### src/verilog/voltage_monitor_cfg.svh
// Register offsets, field positions, reset values and timing counts of the monitor status map.
`ifndef VOLTAGE_MONITOR_CFG_SVH
`define VOLTAGE_MONITOR_CFG_SVH
`define HEALTH_OFFSET 8'h02
`define MON_ENABLE_OFFSET 8'h03
`define RESET_MAP_OFFSET 8'h04
`define OV_STATUS_OFFSET 8'h05
`define UV_STATUS_OFFSET 8'h06
`define OFF_STATUS_OFFSET 8'h07
`define OSC_FAULT_BIT 7
`define PARITY_FAULT_BIT 6
`define INTERNAL_FAULT_BIT 5
`define RESET_LEVEL_BIT 4
`define SEQ_B_BIT 3
`define SEQ_A_BIT 2
`define OV_BUILTIN_SELF_TEST_BIT 1
`define UV_BUILTIN_SELF_TEST_BIT 0
`define POWER_DOWN_BIT 7
`define PARITY_MAP_BIT 7
`define MON_ENABLE_RESET 8'h7F
`define RESET_MAP_RESET 8'h7F
`define CLK_MHZ 200
`define OSC_MIN_KHZ 100
`define OSC_WINDOW_CYCLES ((`CLK_MHZ * 1000) / `OSC_MIN_KHZ)
`define BUILTIN_SELF_TEST_TIME_NS 72200
`define BUILTIN_SELF_TEST_CYCLES ((`BUILTIN_SELF_TEST_TIME_NS * `CLK_MHZ) / 1000)
`define HOLD_6US_NS 6000
`define HOLD_8MS_NS 8000000
`define HOLD_16MS_NS 16000000
`define HOLD_32MS_NS 32000000
`endif

### src/verilog/voltage_monitor_pkg.sv
// Types shared by the voltage monitor status map.
package voltage_monitor_pkg;
  typedef struct packed {
    logic [6:0] overVoltage;
    logic [6:0] underVoltage;
    logic [6:0] belowOff;
    logic [6:0] ovBistFail;
    logic [6:0] uvBistFail;
  } comparator_t;
  typedef struct packed {
    logic [6:0] ovUvPower;
    logic [6:0] offPower;
  } comparator_power_t;
  typedef enum logic [2:0] {
    BUILTIN_SELF_TEST_IDLE = 3'b001,
    BUILTIN_SELF_TEST_RUN = 3'b010,
    BUILTIN_SELF_TEST_DONE = 3'b100
  } builtin_self_test_state_t;
endpackage : voltage_monitor_pkg

### src/verilog/voltage_monitor_status_map.sv
// Status and control register bank of a seven-channel voltage supervisor.
// Summary of operation
// - Oscillator-fault bit 7 set when internal oscillator stops or runs below 50 kHz.
// - Parity-fault bit 6 set while any read/write register fails parity.
// - Internal fault bit 5 set whenever some condition drives reset low.
// - Bit 4 reads back the actual reset pin level.
// - Bits 3 and 2 read back the live sequence-enable pin levels.
// - Bit 1 set when any overvoltage comparator fails self-test.
// - Power-down set, enable-a low, recording ready: all comparators switch off.
// - Rising edge of enable-a lifts the latch: enabled OFF comparators come back on, OV/UV ones only while recording is ready.
// - Power-down clear keeps OFF comparators on; OV/UV powered as needed.
// - Seven channel enable bits enable each channel's OV/UV monitoring.
// - Parity-to-reset bit decides whether parity faults assert reset.
// - Seven mapping bits decide whether channel OV/UV faults assert reset.
// - Overvoltage status bits latch; reading the register clears all bits.
// - Undervoltage status bits latch; reading the register clears all bits.
// - OFF statuses are live, unlatched comparator outputs.
// - OFF status reads one below the OFF threshold, zero above.
// - Reset held low for selectable 6 us, 8, 16 or 32 ms after faults clear.
// - Self-test starts after supply rises, ends within 72.2 us, sets result bits.
// - OFF comparator powered if enabled, not latched off, and power-down off, enable-a high or ready.
`timescale 1ns/1ps
`include "voltage_monitor_cfg.svh"
module voltage_monitor_status_map
  import voltage_monitor_pkg::*;
#(
  parameter int HOLD_6US_CYCLES = (`HOLD_6US_NS * `CLK_MHZ) / 1000,
  parameter int HOLD_8MS_CYCLES = (`HOLD_8MS_NS / 1000) * `CLK_MHZ,
  parameter int HOLD_16MS_CYCLES = (`HOLD_16MS_NS / 1000) * `CLK_MHZ,
  parameter int HOLD_32MS_CYCLES = (`HOLD_32MS_NS / 1000) * `CLK_MHZ,
  parameter int OSC_WINDOW = `OSC_WINDOW_CYCLES,
  parameter int BUILTIN_SELF_TEST_TIME = `BUILTIN_SELF_TEST_CYCLES
) (
  // Clock and reset.
  input wire logic mclk,
  input wire logic resetn,
  // Register port.
  input wire logic [7:0] regAddr,
  input wire logic [7:0] regWdata,
  input wire logic regWrite,
  input wire logic regRead,
  output logic [7:0] regRdata,
  // Analog front end and internal health.
  input wire comparator_t comparators,
  output comparator_power_t comparatorPower,
  input wire logic oscTick,
  input wire logic parityError,
  input wire logic supplyGood,
  input wire logic [1:0] holdSelect,
  input wire logic sequenceRecordReady,
  // Pins.
  input wire logic sequenceEnableA,
  input wire logic sequenceEnableB,
  input wire logic resetPinIn,
  output logic resetPinOut,
  output logic resetPinOe
);

  // Reset release and pin synchronisers.
  logic [1:0] rstSync;
  logic rstn;
  logic [2:0] enASync;
  logic [2:0] enBSync;
  logic [2:0] rstPinSync;
  logic [2:0] tickSync;
  logic enAState;
  logic enBState;
  logic rstPinState;
  logic tickState;
  logic enARise;

  // Host-written control registers.
  logic [7:0] monEnable_reg;
  logic [7:0] resetMap_reg;

  // Latched comparator events.
  logic [6:0] ovStatus_reg;
  logic [6:0] uvStatus_reg;
  logic [6:0] ovStatus_next;
  logic [6:0] uvStatus_next;

  // Power-down state.
  logic powerDownLatch_reg;

  // Oscillator watchdog.
  logic [31:0] oscCount_reg;
  logic oscFault_reg;

  // Self-test sequencer.
  builtin_self_test_state_t bistState_reg;
  logic [31:0] bistCount_reg;
  logic ovBist_reg;
  logic uvBist_reg;

  // Reset pin hold timer and fault gathering.
  logic [31:0] holdCount_reg;
  logic [31:0] holdLimit;
  logic faultActive;
  logic [6:0] chanFault;

  // Read path.
  logic [7:0] health;
  logic [7:0] rdata_next;

  // Reset release through two flip-flops.
  // Assertion stays asynchronous so the outputs go safe at once; release is
  // synchronised so that no flop leaves reset on a different edge.
  always_ff @(posedge mclk or negedge resetn) begin
    if (!resetn) begin
      rstSync <= 2'h0;
    end else begin
      rstSync <= {rstSync[0], 1'b1};
    end
  end
  assign rstn = rstSync[1];

  // Pin inputs pass three flip-flops; a change counts when the last two agree.
  // The first stage may go metastable, so only the second stage reads it.
  // Waiting for two agreeing samples drops a glitch shorter than a cycle.
  // The reset pin copy starts high to match its pull-up, so no false low
  // level is reported right after reset.
  // The oscillator tick is filtered the same way before its edges are counted.
  always_ff @(posedge mclk or negedge rstn) begin
    if (!rstn) begin
      enASync <= 3'h0;
      enBSync <= 3'h0;
      rstPinSync <= 3'h7;
      tickSync <= 3'h0;
      enAState <= 1'b0;
      enBState <= 1'b0;
      rstPinState <= 1'b1;
      tickState <= 1'b0;
    end else begin
      enASync <= {enASync[1:0], sequenceEnableA};
      enBSync <= {enBSync[1:0], sequenceEnableB};
      rstPinSync <= {rstPinSync[1:0], resetPinIn};
      tickSync <= {tickSync[1:0], oscTick};
      if (enASync[2] == enASync[1]) enAState <= enASync[2];
      if (enBSync[2] == enBSync[1]) enBState <= enBSync[2];
      if (rstPinSync[2] == rstPinSync[1]) rstPinState <= rstPinSync[2];
      if (tickSync[2] == tickSync[1]) tickState <= tickSync[2];
    end
  end
  // Rising edge of enable-a, seen in the cycle its filtered level changes.
  assign enARise = (enASync[2] == enASync[1]) && enASync[2] && !enAState;

  // Software-written control registers.
  // Writes to read-only or unmapped offsets are dropped here; only these two
  // registers hold host data.
  // Reset values enable every channel and map every channel fault to the pin.
  always_ff @(posedge mclk or negedge rstn) begin
    if (!rstn) begin
      monEnable_reg <= `MON_ENABLE_RESET;
      resetMap_reg <= `RESET_MAP_RESET;
    end else if (regWrite) begin
      if (regAddr == `MON_ENABLE_OFFSET) monEnable_reg <= regWdata;
      if (regAddr == `RESET_MAP_OFFSET) resetMap_reg <= regWdata;
    end
  end

  // Power-down latch: entered when conditions hold, left on enable-a rising edge.
  // Leaving wins over entry, so a pin that rises in the cycle in which
  // recording finishes keeps the comparators alive.
  // Clearing the power-down bit also releases the latch at once.
  always_ff @(posedge mclk or negedge rstn) begin
    if (!rstn) begin
      powerDownLatch_reg <= 1'b0;
    end else if (enARise || !monEnable_reg[`POWER_DOWN_BIT]) begin
      powerDownLatch_reg <= 1'b0;
    end else if (!enAState && sequenceRecordReady) begin
      powerDownLatch_reg <= 1'b1;
    end
  end

  // Comparator power per channel.
  // The latch cuts every comparator. Otherwise OFF comparators stay on unless
  // power-down is armed with enable-a low and recording not ready.
  // OV/UV comparators run only while the input is above its OFF threshold,
  // or, with power-down armed, while shutdown recording is ready.
  always_comb begin
    for (int i = 0; i < 7; i++) begin
      comparatorPower.offPower[i] = monEnable_reg[i] && !powerDownLatch_reg
        && (!monEnable_reg[`POWER_DOWN_BIT] || enAState || sequenceRecordReady);
      comparatorPower.ovUvPower[i] = monEnable_reg[i] && !powerDownLatch_reg
        && (monEnable_reg[`POWER_DOWN_BIT] ? sequenceRecordReady
                                           : !comparators.belowOff[i]);
    end
  end

  // Latched OV/UV status; a new event wins over the clearing read.
  // Events are taken only from powered comparators, so a disabled channel
  // cannot raise a stale status bit.
  // The read clears all bits at once, as the host sees the whole word.
  always_comb begin
    ovStatus_next = ovStatus_reg;
    uvStatus_next = uvStatus_reg;
    if (regRead && regAddr == `OV_STATUS_OFFSET) ovStatus_next = 7'h00;
    if (regRead && regAddr == `UV_STATUS_OFFSET) uvStatus_next = 7'h00;
    ovStatus_next = ovStatus_next | (comparators.overVoltage & comparatorPower.ovUvPower);
    uvStatus_next = uvStatus_next | (comparators.underVoltage & comparatorPower.ovUvPower);
  end

  // Status registers take the merged clear and set.
  always_ff @(posedge mclk or negedge rstn) begin
    if (!rstn) begin
      ovStatus_reg <= 7'h00;
      uvStatus_reg <= 7'h00;
    end else begin
      ovStatus_reg <= ovStatus_next;
      uvStatus_reg <= uvStatus_next;
    end
  end

  // Oscillator watchdog: a window without a tick edge flags a fault.
  // The counter stops at the window so the fault holds until the next tick
  // edge; a window shorter than half a tick period would flag falsely.
  // Both tick edges count, so a stuck-high tick is caught as well.
  always_ff @(posedge mclk or negedge rstn) begin
    if (!rstn) begin
      oscCount_reg <= 32'h0;
      oscFault_reg <= 1'b0;
    end else if (tickState != tickSync[2] && tickSync[2] == tickSync[1]) begin
      oscCount_reg <= 32'h0;
      oscFault_reg <= 1'b0;
    end else if (oscCount_reg >= 32'(OSC_WINDOW)) begin
      oscFault_reg <= 1'b1;
    end else begin
      oscCount_reg <= oscCount_reg + 32'h1;
    end
  end

  // Self-test sequencer: one run for each rise of supply good.
  // A supply drop returns it to idle so the next rise tests again, even in
  // mid-run; the results of the last finished run stay readable meanwhile.
  // Results are taken on the final count, never from a half-finished test.
  always_ff @(posedge mclk or negedge rstn) begin
    if (!rstn) begin
      bistState_reg <= BUILTIN_SELF_TEST_IDLE;
      bistCount_reg <= 32'h0;
      ovBist_reg <= 1'b0;
      uvBist_reg <= 1'b0;
    end else if (!supplyGood) begin
      bistState_reg <= BUILTIN_SELF_TEST_IDLE;
      bistCount_reg <= 32'h0;
    end else begin
      case (bistState_reg)
        BUILTIN_SELF_TEST_IDLE: begin
          if (supplyGood) bistState_reg <= BUILTIN_SELF_TEST_RUN;
        end
        BUILTIN_SELF_TEST_RUN: begin
          bistCount_reg <= bistCount_reg + 32'h1;
          if (bistCount_reg >= 32'(BUILTIN_SELF_TEST_TIME - 1)) begin
            ovBist_reg <= |comparators.ovBistFail;
            uvBist_reg <= |comparators.uvBistFail;
            bistState_reg <= BUILTIN_SELF_TEST_DONE;
          end
        end
        BUILTIN_SELF_TEST_DONE: begin
          bistState_reg <= BUILTIN_SELF_TEST_DONE;
        end
        default: begin
          bistState_reg <= BUILTIN_SELF_TEST_IDLE;
        end
      endcase
    end
  end

  // Fault gathering and reset hold timer.
  // A parity fault reaches the pin only when its mapping bit is set; an
  // unmapped channel still latches status for the host to read.
  // Channel faults come from the latched status, so a short event still
  // pulls the pin until the host has read and cleared it.
  assign chanFault = (ovStatus_reg | uvStatus_reg) & resetMap_reg[6:0];
  assign faultActive = (|chanFault)
    || (parityError && resetMap_reg[`PARITY_MAP_BIT]);

  // Hold length chosen by the two select bits.
  always_comb begin
    case (holdSelect)
      2'h0: holdLimit = 32'(HOLD_6US_CYCLES);
      2'h1: holdLimit = 32'(HOLD_8MS_CYCLES);
      2'h2: holdLimit = 32'(HOLD_16MS_CYCLES);
      default: holdLimit = 32'(HOLD_32MS_CYCLES);
    endcase
  end

  // Reload while any fault stands, then count down to release the pin.
  // A fault that returns during the hold restarts the full timeout.
  // A select change during the hold takes effect at the next reload only.
  always_ff @(posedge mclk or negedge rstn) begin
    if (!rstn) begin
      holdCount_reg <= 32'h0;
    end else if (faultActive) begin
      holdCount_reg <= holdLimit;
    end else if (holdCount_reg != 32'h0) begin
      holdCount_reg <= holdCount_reg - 32'h1;
    end
  end

  // Open-drain reset: pull low while a fault or its hold time lasts.
  // The pin only sinks; the pull-up gives the high level, so a shorted or
  // open pin shows as a mismatch between the fault flag and the read-back.
  // The drive enable is combinational so a new fault reaches the pin at once.
  assign resetPinOut = 1'b0;
  assign resetPinOe = faultActive || (holdCount_reg != 32'h0);

  // Health status word.
  // Parity and internal fault bits are live levels; the read copy is taken
  // on the read strobe.
  // Bit 5 follows the pin drive itself, so it is normally the inverse of the
  // read-back level in bit 4.
  always_comb begin
    health = 8'h00;
    health[`OSC_FAULT_BIT] = oscFault_reg;
    health[`PARITY_FAULT_BIT] = parityError;
    health[`INTERNAL_FAULT_BIT] = resetPinOe;
    health[`RESET_LEVEL_BIT] = rstPinState;
    health[`SEQ_B_BIT] = enBState;
    health[`SEQ_A_BIT] = enAState;
    health[`OV_BUILTIN_SELF_TEST_BIT] = ovBist_reg;
    health[`UV_BUILTIN_SELF_TEST_BIT] = uvBist_reg;
  end

  // Read mux; unmapped addresses read zero.
  // Reserved bit 7 of the status words reads zero.
  always_comb begin
    case (regAddr)
      `HEALTH_OFFSET: rdata_next = health;
      `MON_ENABLE_OFFSET: rdata_next = monEnable_reg;
      `RESET_MAP_OFFSET: rdata_next = resetMap_reg;
      `OV_STATUS_OFFSET: rdata_next = {1'b0, ovStatus_reg};
      `UV_STATUS_OFFSET: rdata_next = {1'b0, uvStatus_reg};
      `OFF_STATUS_OFFSET: rdata_next = {1'b0, comparators.belowOff};
      default: rdata_next = 8'h00;
    endcase
  end

  // Read data register, loaded on a read strobe.
  // Holding the last value between reads keeps the host's sample stable.
  always_ff @(posedge mclk or negedge rstn) begin
    if (!rstn) begin
      regRdata <= 8'h00;
    end else if (regRead) begin
      regRdata <= rdata_next;
    end
  end

endmodule : voltage_monitor_status_map
### config.mk
export PLATFORM = sky130hd
export DESIGN_NAME = voltage_monitor_status_map
export DESIGN_NICKNAME = d
export VERILOG_FILES = /design/src/verilog/voltage_monitor_pkg.sv /design/src/verilog/voltage_monitor_status_map.sv
export VERILOG_INCLUDE_DIRS = /design/src /design/src/verilog
export SDC_FILE = /design/constraint.sdc
export NUM_CORES = 1
export LEC_CHECK = 0
export BUFFER_PORTS_ARGS = -buffer_cell sky130_fd_sc_hd__buf_2
export CAP_MARGIN = 20
export CELL_PAD_IN_SITES_DETAIL_PLACEMENT = 0
export CELL_PAD_IN_SITES_GLOBAL_PLACEMENT = 1
export CORE_ASPECT_RATIO = 1.5
export CORE_MARGIN = 8
export CORE_UTILIZATION = 45
export DETAILED_ROUTE_END_ITERATION = 10
export GPL_TIMING_DRIVEN = 0
export PLACE_DENSITY_LB_ADDON = 0.1
export SLEW_MARGIN = 25
export SYNTH_ARGS = -nofsm -noshare
export SYNTH_HDL_FRONTEND = slang
export SYNTH_SLANG_ARGS = --single-unit
### constraint.sdc
create_clock -name mclk -period 6.25 [get_ports mclk]
set_input_delay 1.25 -clock mclk [delete_from_list [all_inputs] [get_ports mclk]]
set_output_delay 1.25 -clock mclk [all_outputs]
set_load 0.02 [all_outputs]
# Word level (Yosys, flattened, before mapping)
# Cells that the tools add are included.
dict set report op_classes {
  muxes 24
  eq_ne 19
  addsub 3
  order_cmp 2
  reduce_logical 54
  n_bitwise 6
}
# op n
set op_table {}
lappend op_table {{two-way mux 32 bit} 6}
lappend op_table {{one-hot mux 23 bit (3 select lines)} 1}
lappend op_table {{adder 32 x 1 -> 32 bit (second input constant)} 2}
lappend op_table {{one-hot mux 8 bit (6 select lines)} 1}
lappend op_table {{equality test 8 x 3 -> 1 bit (second input constant)} 4}
lappend op_table {{>= comparator 32 x 11 -> 1 bit (second input constant)} 1}
lappend op_table {{>= comparator 32 x 14 -> 1 bit (second input constant)} 1}
lappend op_table {{nonzero test 32 bit} 1}
lappend op_table {{subtractor 32 x 1 -> 32 bit (second input constant)} 1}
lappend op_table {{logical AND 1 bit} 28}
lappend op_table {{bitwise AND 7 bit} 3}
lappend op_table {{bitwise OR 7 bit} 3}
lappend op_table {{OR reduction 7 bit} 3}
lappend op_table {{equality test 8 x 2 -> 1 bit (second input constant)} 2}
lappend op_table {{two-way mux 7 bit} 2}
lappend op_table {{two-way mux 1 bit} 11}
lappend op_table {{zero test 1 bit} 10}
lappend op_table {{one-hot mux 3 bit (3 select lines)} 1}
lappend op_table {{two-way mux 3 bit} 2}
lappend op_table {{nonzero test 2 bit} 3}
lappend op_table {{logical OR 1 bit} 5}
lappend op_table {{equality test 1 bit} 4}
lappend op_table {{AND reduction 2 bit} 2}
lappend op_table {{equality test 3 x 1 -> 1 bit (second input constant)} 1}
lappend op_table {{10 further kinds} 10}
dict set report totals {
  in_bits 64
  reg_bits 159
  output_inout_bits 24
}

# Depth between registers and ports, before layout
dict set report depth {
  word_depth 6
  mapped_depth 8
}

# Worst setup path before layout
# Ideal clock, no wire load.
dict set report synth_path {
  path_type {input-to-output}
  startpoint {input sequenceRecordReady}
  endpoint {output comparatorPower[9] (netlist bit)}
  path_stages 2
  path_buffers 0
  required_ps 5000
  t_arrival_ps 2631
  slack_ps 2369
  path_cell_list {nor2_1 -> a2111oi_0}
}
# item line
set synth_lines {}
lappend synth_lines {{start: declaration} voltage_monitor_status_map.sv:50} ;# input wire logic sequenceRecordReady,
lappend synth_lines {{end: declaration} voltage_monitor_status_map.sv:45} ;# output comparator_power_t comparatorPower,

# Worst setup path in the final report
dict set report layout_path {
  startpoint {register holdCount_reg[0]}
  endpoint {output resetPinOe}
}
dict set report layout_via {
  elab_chain_len 2
}
# item line
set layout_rtl {}
lappend layout_rtl {{start: declaration} voltage_monitor_status_map.sv:96} ;# logic [31:0] holdCount_reg;
lappend layout_rtl {{start signal: assignment} voltage_monitor_status_map.sv:294} ;# holdCount_reg <= holdLimit;
lappend layout_rtl {{start signal: assignment} voltage_monitor_status_map.sv:296} ;# holdCount_reg <= holdCount_reg - 32'h1;
lappend layout_rtl {{nonzero test 32 bit} voltage_monitor_status_map.sv:305} ;# assign resetPinOe = faultActive || (holdCount_reg != 32'h0);
lappend layout_rtl {{logical OR 1 bit} voltage_monitor_status_map.sv:305}
lappend layout_rtl {{end: declaration} voltage_monitor_status_map.sv:56} ;# output logic resetPinOe
# No other way between the ends.

==> results_dict.tcl <==
set metrics [dict create \
    hold_violations 0 \
    num-nets-final 930 \
    synthCells 750 \
    cts_made_buffers 17 \
    die_w_um 124 \
    fillers 1559 \
    final_antenna_net_count 0 \
    drt_iter0_markers 409 \
    wl_per_cell_um 18.2 \
    grt_pass1_vias 6460 \
    drt-total-wl_um 19700 \
    drive_gt1_share_pct 20.5 \
    initial_core_util_pct 45.5 \
    power.density_mw_per_mm2 299 \
    ys_seq_elements 159 \
    outcome "complete, no violations" \
    leakage_nw 4.19 \
    cp-start-kind "register" \
    grt_overflow 0 \
    cts_resized 0 \
    fp.coreArea_mm2 0.0172 \
    synth_area_per_cell_um2 10.4 \
    clkTransAtPathRegs_ns 0.07 \
    ys_warn_count 0 \
    pin_count 88 \
    cts_tree "yes" \
    syn2layout_area_growth_pct 17.5 \
    placed_cells 1051 \
    max_freq_mhz 235 \
    cts-hold-fix-buffers 0 \
    total_power_mw 2.75 \
    dp_hpwl_um 14200 \
    die_area_mm2 0.0220 \
    rsz0062_at_grt "no" \
    cts_root_buf "clkbuf_16" \
    drv_slew 0 \
    post-cts-setup-buffer-count 0 \
    final_common_cell "dfrtp_1" \
    cts.path.max_buffers 2 \
    fin_crit_sh_pct 67.9 \
    clk_latency_ns 0.43 \
    crit_type "reg -> out" \
    die_h_um 178 \
    synthArstFlopShare_pct 100 \
    cts_max_level 4 \
    grt_usage_pct 18.9 \
    drc 0 \
    ir_drop_uv 186 \
    tightest_slew_ns 1.01 \
    yosysSeqAreaShare_pct 51.2 \
    required_ns 5.00 \
    final_cell_count_no_fill 1083 \
    critical_path_arrival_ns 3.00 \
    hold_path.class "reg -> async" \
    synth_cell_type_count 65 \
    num_rows 59 \
    crit_path_max_fanout 9 \
    grt_first_pass_wirelength_um 32500 \
    fin_crit_ns 4.25 \
    slew-limit-headroom_pct 32.4 \
    whs_ns 0.235 \
    end_kind "output port" \
    maxCapViolCount 0 \
    diodes 0 \
    setup_violations 0 \
    fin_worst_skew_ns 0.0133 \
    synthesis.nets 823 \
    synth_edf_count 0 \
    syn_area_mm2 0.00783 \
    port_buffers 85 \
    synthFlopType "dfrtp_1" \
    tns_ns 0 \
    antenna_found_initial 0 \
    vias 6169 \
    via_per_inst 5.70 \
    dr.pass1.iters 5 \
    layout_common_cells "dfrtp_1 (139), buf_2 (87), and2_1 (55)" \
    grt_max_degree 51 \
    gp_congestion 0.836 \
    cts_sinks 159 \
]
[area by class of cell]
cell class | count | area, µm² | share of cell area (%)
clock buffers | 17 | 425 | 4.63
clock inverters | 15 | 174 | 1.89
well taps | 213 | 267 | 2.90
flip-flops and latches | 159 | 4010 | 43.6
multi-input cells | 537 | 3610 | 39.2
repair buffers | 88 | 500 | 5.44
inverters | 26 | 97.6 | 1.06
plain buffers | 28 | 119 | 1.29
[stage by stage]
stage                     area, µm²  utilization (%)  worst slack [ns]
after CTS                      9200             53.5              2.01
after detailed placement       8600             50.0              2.19
final                          9200             53.5              2.00
after global placement         8520             49.5            -0.197
after floorplan                7830                -              1.52
after global routing           9200             53.5              1.82
[routing by layer]
| layer | vias to the layer above | wire length (µm) | GRT usage [%] |
|---|---|---|---|
| met2 | 159 | 10400 | 32.8 |
| met5 | - | 0 | 0 |
| met3 | 38 | 1010 | 4.08 |
| met1 | 3055 | 7800 | 21.9 |
| met4 | 0 | 476 | 7.86 |
| li1 | 2917 | - | - |
[critical path, cell delays in order (launching register included)]
cell and delay, ns:
dfrtp_1 0.42, inv_1 0.09, ha_1 0.19, nor3b_1 0.41
nand4_1 0.54, or4_4 0.74, buf_2 0.18
[final timing paths]
path                                               from                      endpoint  slack [ns]  cells after the start
min in group mclk                 tickSync[0]$_DFF_PN0_         tickSync[1]$_DFF_PN0_        0.35                      0
max                        holdCount_reg[0]$_DFFE_PN0P_                    resetPinOe        2.00                      6
max in group asynchronous          rstSync[1]$_DFF_PN0_   resetMap_reg[0]$_DFFE_PN1P_        4.82                      3
min reg2reg                        rstSync[1]$_DFF_PN0_  holdCount_reg[2]$_DFFE_PN0P_        0.24                      0
max reg2reg                holdCount_reg[0]$_DFFE_PN0P_       regRdata[5]$_DFFE_PN0P_        3.53                      6
min                                rstSync[1]$_DFF_PN0_  holdCount_reg[2]$_DFFE_PN0P_        0.24                      0
[Yosys cell counts (4+ instances only)]
cell         n  share of area [%]
or4_1       11                1.1
and3_1       8               0.64
and4_1       4               0.45
o21ai_0     36                2.3
nor2_1      46                2.2
dfrtp_1    140                 45
o22ai_1      8               0.64
or3_1        8               0.64
nor2b_1      4               0.32
a31oi_1      6               0.48
o31ai_1      8               0.77
o211ai_1     4               0.38
xor2_1      26                2.9
a22o_1      16                1.8
clkbuf_1    21                1.0
nand4_1     13                1.0
mux2_2      17                2.4
nor3_1      27                1.7
xnor2_1     21                2.4
inv_1       26                1.2
nor4_1      31                2.5
nand3_1     20                1.3
ha_1         9                1.4
and2_1      55                4.4
and3b_1      7               0.78
a21oi_1     17                1.1
dfstp_2     19                6.4
nand2_1     47                2.3
a211oi_1     9               0.86
mux2i_1     19                2.4
o2bb2ai_1    5               0.56
nand2b_1    10               0.80
[logic make-up (layout without fill, tap and decap cells)]
kind of cell,after synthesis,after routing,share of synthesized area [%]
AO/OA/AOI/OAI,125,125,10.8
XOR/XNOR,47,47,5.26
adder cells (fa/ha/maj),11,11,1.69
buffers and inverters,54,174,2.77
flip-flops,159,159,51.2
multiplexers,38,38,5.45
other,2,2,0.0960
AND/OR/NAND/NOR,314,314,22.8
[report_power, final]
part	total (mW)	internal, mW	switching [mW]
clock network	1.06	0.601	0.456
registers	1.28	1.14	0.133
logic	0.414	0.180	0.234
total	2.75	1.93	0.824
Note: power is estimated with default switching activity, not from simulation.
